==> config.mk <==
export PLATFORM = sky130hd
export DESIGN_NAME = tsp_core
export DESIGN_NICKNAME = d
export VERILOG_FILES = /design/src/rtl/tsp_scan.v /design/src/rtl/tsp_core.v
export VERILOG_INCLUDE_DIRS = /design/src /design/src/rtl
export SDC_FILE = /design/constraint.sdc
export NUM_CORES = 2
export LEC_CHECK = 0
export BUFFER_PORTS_ARGS = -buffer_cell sky130_fd_sc_hd__buf_2
export CORE_MARGIN = 3
export CORE_UTILIZATION = 24
export DETAILED_ROUTE_END_ITERATION = 8
export GPL_TIMING_DRIVEN = 0
export PLACE_DENSITY_LB_ADDON = 0.12
export REMOVE_ABC_BUFFERS = 1
export SETUP_SLACK_MARGIN = 0.1
export SYNTH_ARGS = -nofsm -noshare
export SYNTH_HDL_FRONTEND = slang
export SYNTH_SLANG_ARGS = --single-unit
==> constraint.sdc <==
create_clock -name clock -period 68.3 [get_ports clock]
set_input_delay 17.075 -clock clock [delete_from_list [all_inputs] [get_ports clock]]
set_output_delay 17.075 -clock clock [all_outputs]
set_load 0.05 [all_outputs]
==> src/rtl/tsp_regs.vh <==
// Register map, field positions and reset values of the touch state processor
`ifndef TSP_REGS_VH
`define TSP_REGS_VH

`define TSP_OFF_CTRL 8'h00
`define TSP_OFF_THRESH 8'h04
`define TSP_OFF_NOISE 8'h08
`define TSP_OFF_COUNT 8'h0c
`define TSP_OFF_STATE 8'h10
`define TSP_OFF_STATUS 8'h14
`define TSP_OFF_CLEAR 8'h18
`define TSP_OFF_IRQEN 8'h1c
`define TSP_OFF_LAST 8'h20

`define TSP_CTRL_EN 0
`define TSP_CTRL_LOWPWR 1
`define TSP_CTRL_AUTORST 2
`define TSP_CTRL_GUARD 3
`define TSP_CTRL_MATRIX 4
`define TSP_CTRL_RES_LSB 8
`define TSP_CTRL_DIV_LSB 16

`define TSP_STATE_LPACT 16
`define TSP_STATE_GUARD 17
`define TSP_STATE_MVALID 24
`define TSP_STATE_MROW_LSB 25
`define TSP_STATE_MCOL_LSB 28

`define TSP_CTRL_RST 32'h00020c00
`define TSP_THRESH_RST 32'h000a0050
`define TSP_NOISE_RST 32'h00140028
`define TSP_COUNT_RST 32'h00000503

`define TSP_EV_CHANGE 0
`define TSP_EV_LOWRST 1
`define TSP_EV_ROUND 2
`define TSP_EV_GUARD 3
`define TSP_EV_W 4

`define TSP_RES_MIN 5'h01
`define TSP_RES_MAX 5'h10
`define TSP_FILT_SHIFT 3

`endif

==> src/rtl/tsp_scan.v <==
// Sensor scan timer: counts modulator bits over one scan window
`default_nettype none

module tsp_scan #(
   parameter RW = 16
) (
   input wire clock,
   input wire reset,
   input wire start,
   input wire [4:0] res,
   input wire [7:0] div,
   input wire mod_bit,
   output wire busy,
   output wire done,
   output wire [RW-1:0] raw
);

   reg busy_q;
   reg done_q;
   reg [RW-1:0] raw_q;
   reg [7:0] div_q;
   reg [RW-1:0] tick_q;
   wire [RW:0] full;
   wire [RW:0] tick_n;

   assign full = ({{RW{1'b0}}, 1'b1} << res) - {{RW{1'b0}}, 1'b1};
   assign tick_n = {1'b0, tick_q} + {{RW{1'b0}}, 1'b1};
   assign busy = busy_q;
   assign done = done_q;
   assign raw = raw_q;

   ////////////////////////////////////////////////////////////////////////
   always @(posedge clock or posedge reset) begin
      if (reset) begin
         busy_q <= 1'b0;
         done_q <= 1'b0;
         raw_q <= {RW{1'b0}};
         div_q <= 8'h00;
         tick_q <= {RW{1'b0}};
      end else begin
         done_q <= 1'b0;
         if (start && !busy_q) begin
            busy_q <= 1'b1;
            div_q <= div;
            tick_q <= {RW{1'b0}};
            raw_q <= {RW{1'b0}};
         end else if (busy_q) begin
            if (div_q == 8'h00) begin
               div_q <= div;
               raw_q <= raw_q + {{(RW-1){1'b0}}, mod_bit};
               tick_q <= tick_n[RW-1:0];
               if (tick_n == full) begin
                  busy_q <= 1'b0;
                  done_q <= 1'b1;
               end
            end else begin
               div_q <= div_q - 8'h01;
            end
         end
      end
   end

endmodule
`default_nettype wire

==> src/rtl/tsp_core.v <==
// Touch state processor: baseline, difference, debounce, scan sequencing, AHB-Lite
//
// Operation
// - difference is raw minus baseline, else zero
// - ON above threshold plus hysteresis
// - OFF below threshold minus hysteresis, else hold
// - touch reported after debounce consecutive samples
// - baseline tracks within negative noise below, within noise above unless auto reset
// - long negative excursion reloads baseline
// - scan lasts two-to-N minus one ticks
// - modulator tick samples bit and counts
// - matrix reports one intersection at most
// - ganged low-power scan, touch goes active
// - triggered guard suppresses other sensors
// - button state is only on or off
// - auto reset chooses baseline update condition
`include "tsp_regs.vh"
`default_nettype none

module tsp_core #(
   parameter NS = 8,
   parameter RW = 16,
   parameter MR = 3,
   parameter MC = 3
) (
   input wire clock,
   input wire reset,
   input wire hsel,
   input wire [31:0] haddr,
   input wire [1:0] htrans,
   input wire hwrite,
   input wire [2:0] hsize,
   input wire [31:0] hwdata,
   input wire hready,
   output reg hreadyout,
   output reg hresp,
   output reg [31:0] hrdata,
   input wire mod_bit,
   output reg [NS-1:0] sense_sel,
   output reg sense_gang,
   output reg [NS-1:0] touch_state,
   output reg matrix_valid,
   output reg irq
);

   localparam CW = $clog2(NS + 1);
   localparam GUARD = NS - 1;
   localparam S_IDLE = 2'd0;
   localparam S_START = 2'd1;
   localparam S_WAIT = 2'd2;
   localparam S_PROC = 2'd3;

   function [3:0] pop;
      input [15:0] v;
      integer k;
      begin
         pop = 4'h0;
         for (k = 0; k < 16; k = k + 1)
            pop = pop + {3'b000, v[k]};
      end
   endfunction

   function [2:0] first;
      input [15:0] v;
      integer k;
      begin
         first = 3'd0;
         for (k = 7; k >= 0; k = k - 1)
            if (v[k])
               first = k[2:0];
      end
   endfunction

   ////////////////////////////////////////////////////////////////////////
   // Register file
   reg [31:0] ctrl_q;
   reg [31:0] thresh_q;
   reg [31:0] noise_q;
   reg [31:0] count_q;
   reg [`TSP_EV_W-1:0] stat_q;
   reg [`TSP_EV_W-1:0] ien_q;
   reg [31:0] last_q;
   reg wr_pend_q;
   reg [7:0] wr_addr_q;
   reg [31:0] rd_d;
   reg [`TSP_EV_W-1:0] clr_d;
   reg [`TSP_EV_W-1:0] ev_d;
   wire [`TSP_EV_W-1:0] stat_d;
   wire ahb_go;

   ////////////////////////////////////////////////////////////////////////
   // Per-sensor state; slot NS holds the ganged sensor
   reg [RW-1:0] bl_q [0:NS];
   reg [7:0] deb_q [0:NS];
   reg [7:0] low_q [0:NS];
   reg [NS:0] st_q;
   reg [NS:0] init_q;
   reg [1:0] fsm_q;
   reg [CW-1:0] cur_q;
   reg [CW-1:0] idx_q;
   reg lp_act_q;
   reg any_on_q;
   reg [2:0] mrow_q;
   reg [2:0] mcol_q;

   wire scan_busy;
   wire scan_done;
   wire [RW-1:0] scan_raw;
   wire [4:0] res_raw = ctrl_q[`TSP_CTRL_RES_LSB +: 5];
   wire [4:0] res = (res_raw < `TSP_RES_MIN) ? `TSP_RES_MIN :
                    (res_raw > `TSP_RES_MAX) ? `TSP_RES_MAX : res_raw;
   wire en = ctrl_q[`TSP_CTRL_EN];
   wire lowpwr = ctrl_q[`TSP_CTRL_LOWPWR];
   wire autorst = ctrl_q[`TSP_CTRL_AUTORST];
   wire guard_en = ctrl_q[`TSP_CTRL_GUARD];
   wire mtx_en = ctrl_q[`TSP_CTRL_MATRIX];
   wire [15:0] fthr = thresh_q[15:0];
   wire [15:0] hyst = thresh_q[31:16];
   wire [15:0] nthr = noise_q[15:0];
   wire [15:0] negthr = noise_q[31:16];
   wire [7:0] debn = count_q[7:0];
   wire [7:0] lbr = count_q[15:8];
   wire guard_trip = guard_en && st_q[GUARD];

   tsp_scan #(.RW(RW)) u_scan (
      .clock(clock),
      .reset(reset),
      .start(fsm_q == S_START),
      .res(res),
      .div(ctrl_q[`TSP_CTRL_DIV_LSB +: 8]),
      .mod_bit(mod_bit),
      .busy(scan_busy),
      .done(scan_done),
      .raw(scan_raw)
   );

   ////////////////////////////////////////////////////////////////////////
   // Sample processing for the slot under scan
   reg [RW-1:0] b;
   reg above;
   reg [RW-1:0] dpos;
   reg [RW-1:0] dneg;
   reg [RW-1:0] diff;
   reg [RW-1:0] step;
   reg [RW-1:0] bl_f;
   reg [16:0] hi;
   reg [15:0] lo;
   reg neg_ex;
   reg upd;
   reg [7:0] deb_n;
   reg [7:0] low_n;
   reg st_n;
   reg lowrst;

   always @* begin
      b = bl_q[cur_q];
      above = scan_raw > b;
      dpos = scan_raw - b;
      dneg = b - scan_raw;
      // negative or sub-noise clips to zero
      diff = (above && dpos >= nthr) ? dpos : {RW{1'b0}};
      // shifted step, never stalls at zero
      step = (above ? dpos : dneg) >> `TSP_FILT_SHIFT;
      if (step == {RW{1'b0}} && scan_raw != b)
         step = {{(RW-1){1'b0}}, 1'b1};
      bl_f = above ? b + step : b - step;
      hi = {1'b0, fthr} + {1'b0, hyst};
      lo = (fthr > hyst) ? fthr - hyst : 16'h0000;
      neg_ex = !above && dneg > negthr;
      upd = (above || dneg < negthr) && (autorst || diff < nthr);
      low_n = neg_ex ? low_q[cur_q] + 8'h01 : 8'h00;
      lowrst = neg_ex && low_n > lbr;
      st_n = st_q[cur_q];
      deb_n = 8'h00;
      if ({1'b0, diff} > hi) begin
         deb_n = deb_q[cur_q] + 8'h01;
         if (deb_n >= debn) begin
            st_n = 1'b1;
            deb_n = deb_q[cur_q];
         end
      end else if (diff < lo) begin
         st_n = 1'b0;
      end
   end

   ////////////////////////////////////////////////////////////////////////
   // Matrix decode
   wire [15:0] rows = {{(16-MR){1'b0}}, st_q[MR-1:0]};
   wire [15:0] cols = {{(16-MC){1'b0}}, st_q[MR+MC-1:MR]};
   // exactly one row and one column
   wire mvalid_d = mtx_en && pop(rows) == 4'h1 && pop(cols) == 4'h1;

   ////////////////////////////////////////////////////////////////////////
   // Scan sequencer
   integer i;

   always @(posedge clock or posedge reset) begin
      if (reset) begin
         fsm_q <= S_IDLE;
         cur_q <= {CW{1'b0}};
         idx_q <= {CW{1'b0}};
         lp_act_q <= 1'b0;
         any_on_q <= 1'b0;
         st_q <= {(NS+1){1'b0}};
         init_q <= {(NS+1){1'b0}};
         sense_sel <= {NS{1'b0}};
         sense_gang <= 1'b0;
         last_q <= 32'h0;
         for (i = 0; i <= NS; i = i + 1) begin
            bl_q[i] <= {RW{1'b0}};
            deb_q[i] <= 8'h00;
            low_q[i] <= 8'h00;
         end
      end else begin
         case (fsm_q)
            S_IDLE: begin
               sense_sel <= {NS{1'b0}};
               sense_gang <= 1'b0;
               if (en && !scan_busy) begin
                  fsm_q <= S_START;
                  if (lowpwr && !lp_act_q) begin
                     cur_q <= NS[CW-1:0];
                     sense_sel <= {NS{1'b1}};
                     sense_gang <= 1'b1;
                  end else if (guard_trip) begin
                     cur_q <= GUARD[CW-1:0];
                     sense_sel <= {NS{1'b0}} | ({{(NS-1){1'b0}}, 1'b1} << GUARD);
                  end else begin
                     cur_q <= idx_q;
                     sense_sel <= {{(NS-1){1'b0}}, 1'b1} << idx_q;
                  end
               end
            end
            S_START: begin
               fsm_q <= S_WAIT;
            end
            S_WAIT: begin
               if (scan_done)
                  fsm_q <= S_PROC;
            end
            S_PROC: begin
               fsm_q <= S_IDLE;
               sense_sel <= {NS{1'b0}};
               sense_gang <= 1'b0;
               last_q <= {diff, scan_raw};
               init_q[cur_q] <= 1'b1;
               if (!init_q[cur_q]) begin
                  // First sample seeds the baseline
                  bl_q[cur_q] <= scan_raw;
               end else begin
                  st_q[cur_q] <= st_n;
                  deb_q[cur_q] <= deb_n;
                  low_q[cur_q] <= lowrst ? 8'h00 : low_n;
                  if (lowrst)
                     bl_q[cur_q] <= scan_raw;
                  else if (upd)
                     bl_q[cur_q] <= bl_f;
               end
               if (cur_q == NS[CW-1:0]) begin
                  // touch on gang switches to active
                  if (st_n && init_q[cur_q]) begin
                     lp_act_q <= 1'b1;
                     idx_q <= {CW{1'b0}};
                     any_on_q <= 1'b0;
                  end
               end else if (!guard_trip) begin
                  any_on_q <= any_on_q | st_n;
                  if (idx_q == GUARD[CW-1:0]) begin
                     idx_q <= {CW{1'b0}};
                     any_on_q <= 1'b0;
                     // Quiet round returns to ganged scanning
                     if (!(any_on_q | st_n))
                        lp_act_q <= 1'b0;
                  end else begin
                     idx_q <= idx_q + {{(CW-1){1'b0}}, 1'b1};
                  end
               end
            end
            default: begin
               fsm_q <= S_IDLE;
            end
         endcase
      end
   end

   ////////////////////////////////////////////////////////////////////////
   // Events
   always @* begin
      ev_d = {`TSP_EV_W{1'b0}};
      if (fsm_q == S_PROC && init_q[cur_q]) begin
         ev_d[`TSP_EV_CHANGE] = st_n != st_q[cur_q];
         ev_d[`TSP_EV_LOWRST] = lowrst;
         ev_d[`TSP_EV_ROUND] = cur_q == GUARD[CW-1:0] && !guard_trip;
         ev_d[`TSP_EV_GUARD] = cur_q == GUARD[CW-1:0] && guard_en && st_n &&
                               !st_q[GUARD];
      end
   end

   // Set beats a simultaneous clear
   assign stat_d = (stat_q & ~clr_d) | ev_d;

   ////////////////////////////////////////////////////////////////////////
   // AHB-Lite slave, zero wait states
   assign ahb_go = hsel && htrans[1] && hready;

   always @* begin
      rd_d = 32'h0;
      case (haddr[7:0])
         `TSP_OFF_CTRL: rd_d = ctrl_q;
         `TSP_OFF_THRESH: rd_d = thresh_q;
         `TSP_OFF_NOISE: rd_d = noise_q;
         `TSP_OFF_COUNT: rd_d = count_q;
         `TSP_OFF_STATE: begin
            rd_d[NS-1:0] = st_q[NS-1:0];
            rd_d[`TSP_STATE_LPACT] = lp_act_q;
            rd_d[`TSP_STATE_GUARD] = guard_trip;
            rd_d[`TSP_STATE_MVALID] = matrix_valid;
            rd_d[`TSP_STATE_MROW_LSB +: 3] = mrow_q;
            rd_d[`TSP_STATE_MCOL_LSB +: 3] = mcol_q;
         end
         `TSP_OFF_STATUS: rd_d[`TSP_EV_W-1:0] = stat_q;
         `TSP_OFF_IRQEN: rd_d[`TSP_EV_W-1:0] = ien_q;
         `TSP_OFF_LAST: rd_d = last_q;
         default: rd_d = 32'h0;
      endcase
   end

   always @* begin
      clr_d = {`TSP_EV_W{1'b0}};
      if (wr_pend_q && wr_addr_q == `TSP_OFF_CLEAR)
         clr_d = hwdata[`TSP_EV_W-1:0];
   end

   always @(posedge clock or posedge reset) begin
      if (reset) begin
         hreadyout <= 1'b1;
         hresp <= 1'b0;
         hrdata <= 32'h0;
         wr_pend_q <= 1'b0;
         wr_addr_q <= 8'h00;
         ctrl_q <= `TSP_CTRL_RST;
         thresh_q <= `TSP_THRESH_RST;
         noise_q <= `TSP_NOISE_RST;
         count_q <= `TSP_COUNT_RST;
         stat_q <= {`TSP_EV_W{1'b0}};
         ien_q <= {`TSP_EV_W{1'b0}};
         irq <= 1'b0;
         touch_state <= {NS{1'b0}};
         matrix_valid <= 1'b0;
         mrow_q <= 3'd0;
         mcol_q <= 3'd0;
      end else begin
         hreadyout <= 1'b1;
         hresp <= 1'b0;
         wr_pend_q <= ahb_go && hwrite;
         wr_addr_q <= haddr[7:0];
         if (ahb_go && !hwrite)
            hrdata <= rd_d;
         if (wr_pend_q) begin
            case (wr_addr_q)
               `TSP_OFF_CTRL: ctrl_q <= hwdata;
               `TSP_OFF_THRESH: thresh_q <= hwdata;
               `TSP_OFF_NOISE: noise_q <= hwdata;
               `TSP_OFF_COUNT: count_q <= hwdata;
               `TSP_OFF_IRQEN: ien_q <= hwdata[`TSP_EV_W-1:0];
               default: ;
            endcase
         end
         stat_q <= stat_d;
         irq <= |(stat_d & ien_q);
         touch_state <= st_q[NS-1:0];
         matrix_valid <= mvalid_d;
         mrow_q <= mvalid_d ? first(rows) : 3'd0;
         mcol_q <= mvalid_d ? first(cols) : 3'd0;
      end
   end

endmodule
`default_nettype wire

==> results.toml <==
[synthesis]
synth_edf_count = 0
ys_async_sr_fraction = 1.00
synth_ff_type = "dfrtp_1"
yosysSeqAreaShare = 0.430
syn-cell-area_um2 = 34500
syn_area_per_cell_um2 = 10.4
netlist_instances = 3334
synth_warnings = 0
ys_ff_latch = 592
ys_types = 91

[final_layout]
finalInstanceArea_um2 = 40100
nets = 3635
area_delta_synth_final_pct = 16.3
fillers = 15000
drive_gt1_frac = 0.204
layout_commonest_cell = "dfrtp_1"
final_cell_mix = "dfrtp_1, nand2_1, mux2_2"

[timing]
hold_violations = 0
fin_crit_sh = 0.286
final_max_slew_viol_count = 0
max_slew_margin = 0.0220
setup_viol = 0
fin_tns_setup_ns = 0
rsz0062_at_grt = "no"
setup_ws_ns = 48.77
worstMarginPinSlew_ns = 1.46
finClkSkew_ns = 0.0439
clock.fmax_mhz = 51.2
period_needed_ns = 19.53

[worst_hold_path]
hp-class = "register to register"

[power]
power_density_nw_per_um2 = 44.9
power_leakage_nw = 17.9
ir_worst_vdd_v = 0.0000406

[drt]
drt-total-wl_um = 122000
post_drt_wl_per_cell_um = 22.9
vias = 25800
via_per_inst = 4.84
route.detailed.drc = 0
first_pass_iters = 6
ant_nets = 0
drt_iter0_markers = 1593

[cts]
root_buffer = "clkbuf_16"
cts_tree = "done"
path_clk_slew_ns = 0.06
clkLatencyLatePin_ns = 0.70
post_cts_resized = 0
clkSinkCount = 592
hold_buffers = 0
htreeDepth = 3
cts_buffer_depth = 3
cts_buffers = 78
cts_setup_buffers = 0

[setup_path]
cp_top_family = "simple AND/OR/NAND/NOR gates"
cp_common_cell = "a21oi_1"
worst_setup_path_start_kind = "primary input"
crit_chain = "buf_2 > and3_2 > a21oi_1 > nor2_1 > a21oi_1 > a31oi_1 > a21o_1"
crit_buf_inv = 1
cp.arrival_ns = 20.13
critPathMaxStageDelay_ns = 0.83
worstPathMaxFanout = 32
cp_slowest_cell = "buf_2"
worstSetupPathType = "primary input to register"
end_kind = "register"
worst-endpoint-required_ns = 68.90

[grt]
grt_usage = 0.164
grt_pass1_wl_um = 182000
overflow = 0
grt_pass1_vias = 26300
grt_max_degree = 110
grt_antenna_before_repair = 9

[die]
start_util = 0.243
row_count = 138
chipHeight_um = 385
core_um2 = 142000
die_w_um = 385
die_area_um2 = 148000
ios = 128

[placed_design]
port_buffers = 97
placed_area_um2 = 37400
pre_cts_ws_ns = 48.04
gp_congestion = 0.827
dpl.hpwl_um = 85900

[run_status]
status = "finished, final reports clean"

[run]
drv_cap = 0
## synthesized netlist by cell type, types with 13 or more instances
cell	n	area [um^2]
o22a_1	17	149
and3_1	21	131
a221oi_1	36	315
or3_1	15	93.8
o21a_1	17	128
mux2_2	300	3380
ha_1	190	2380
mux4_2	53	1190
nor2_1	189	709
inv_1	165	619
buf_4	14	105
xor2_1	46	403
xnor2_1	72	631
a22oi_1	37	278
o21ai_0	206	1030
a31oi_1	29	181
a211oi_1	13	97.6
nand2b_1	23	144
a21o_1	42	315
o31ai_1	111	833
buf_1	20	75.1
nand2_1	367	1380
nor3_1	39	195
and2_1	20	125
dfrtp_1	577	14400
nor4_1	21	131
mux2_1	29	327
o21bai_1	15	113
dfstp_2	15	394
buf_2	19	95.1
o211ai_1	16	120
nand4_1	38	238
nand3_1	51	255
nor2b_1	16	100
mux2i_1	48	480
a21oi_1	133	666
clkbuf_1	129	484
## sequential cells by signal (all words and copies together), names as in the netlist, 2 cells and up
register,flops
last_q,32
touch_state,8
stat_q,4
idx_q,4
cur_q,4
hrdata,32
count_q,32
noise_q,32
mrow_q,2
fsm_q,2
ctrl_q,32
u_scan.raw,16
u_scan.div_q,8
bl_q,144
init_q,9
mcol_q,2
u_scan.tick_q,16
low_q,72
wr_addr_q,8
thresh_q,32
sense_sel,8
deb_q,72
ien_q,4
st_q,9
## through the flow
step / utilization / power, W / instances / hold slack (ns)
after CTS: 0.282 / 0.00182 / 5312 / 0.476
after floorplan: - / 0.00102 / 3148 / 0.390
after global placement: 0.257 / 0.00137 / 5135 / 0.455
after detailed placement: 0.263 / 0.00138 / 5171 / 0.458
after global routing: 0.282 / 0.00194 / 5315 / 0.490
final: 0.282 / 0.00180 / 5318 / 0.466
## cell families (layout without fill, tap and decap cells)
logic type / after synthesis / after routing / synth area share
compound gates: 769 / 769 / 0.148
mux: 440 / 440 / 0.160
buf+inv: 354 / 443 / 0.0418
flops: 592 / 592 / 0.430
other cells: 2 / 7 / 0.000218
simple gates: 862 / 862 / 0.118
xor+xnor: 118 / 118 / 0.0299
fa+ha+maj: 197 / 197 / 0.0729
## routing by layer
layer,share of wire,track usage,vias to the layer above
li1,-,-,12200
met1,0.48,0.235,13000
met2,0.45,0.258,463
met3,0.043,0.0263,132
met4,0.020,0.0357,0
met5,0,0,-
## worst register-to-register path: cells and delay by family, from the launching register on
kind / cells / cell delay, ns
DFF: 1 / 0.48
AOI/OAI and AO/OA: 10 / 3.53
buffers and inverters: 3 / 1.09
xor gates and xnor gates: 1 / 0.42
adders and majority gates: 3 / 1.11
and+or+nand+nor: 10 / 4.88
muxes: 1 / 0.45
## cell type report
class / instances / area (um^2) / share of cell area
Clock buffer: 119 / 2320 / 0.0577
Clock inverter: 22 / 374 / 0.00932
Inverter: 167 / 637 / 0.0159
Multi-Input combinational cell: 2389 / 18400 / 0.457
Timing Repair Buffer: 135 / 1240 / 0.0309
Sequential cell: 592 / 14800 / 0.370
Antenna cell: 4 / 10.0 / 0.000249
Tap cell: 1890 / 2360 / 0.0589
## where the power goes
part | internal [W] | switching [W] | leakage [nW]
Clock | 0.000262 | 0.000173 | 1.31
Sequential | 0.000376 | 0.0000237 | 7.81
Combinational | 0.000308 | 0.000661 | 8.80
Total | 0.000945 | 0.000857 | 17.9
## path summary, 6_finish.rpt
path | from | depth (start not counted) | end | slack, ns
max in group asynchronous | reset | 5 | cur_q[0]$_DFFE_PP0P_ | 49.77
worst max-delay path | haddr[3] | 7 | hrdata[0]$_DFFE_PP0P_ | 48.77
min in group asynchronous | reset | 2 | hrdata[31]$_DFFE_PP0P_ | 16.50
worst min-delay path | init_q[6]$_DFFE_PP0P_ | 1 | init_q[6]$_DFFE_PP0P_ | 0.47
worst max register to register | cur_q[3]$_DFFE_PP0P_ | 28 | bl_q[124]$_DFFE_PP0P_ | 56.25
worst min register to register | init_q[6]$_DFFE_PP0P_ | 1 | init_q[6]$_DFFE_PP0P_ | 0.47
Note: power is estimated with default switching activity, not from simulation.
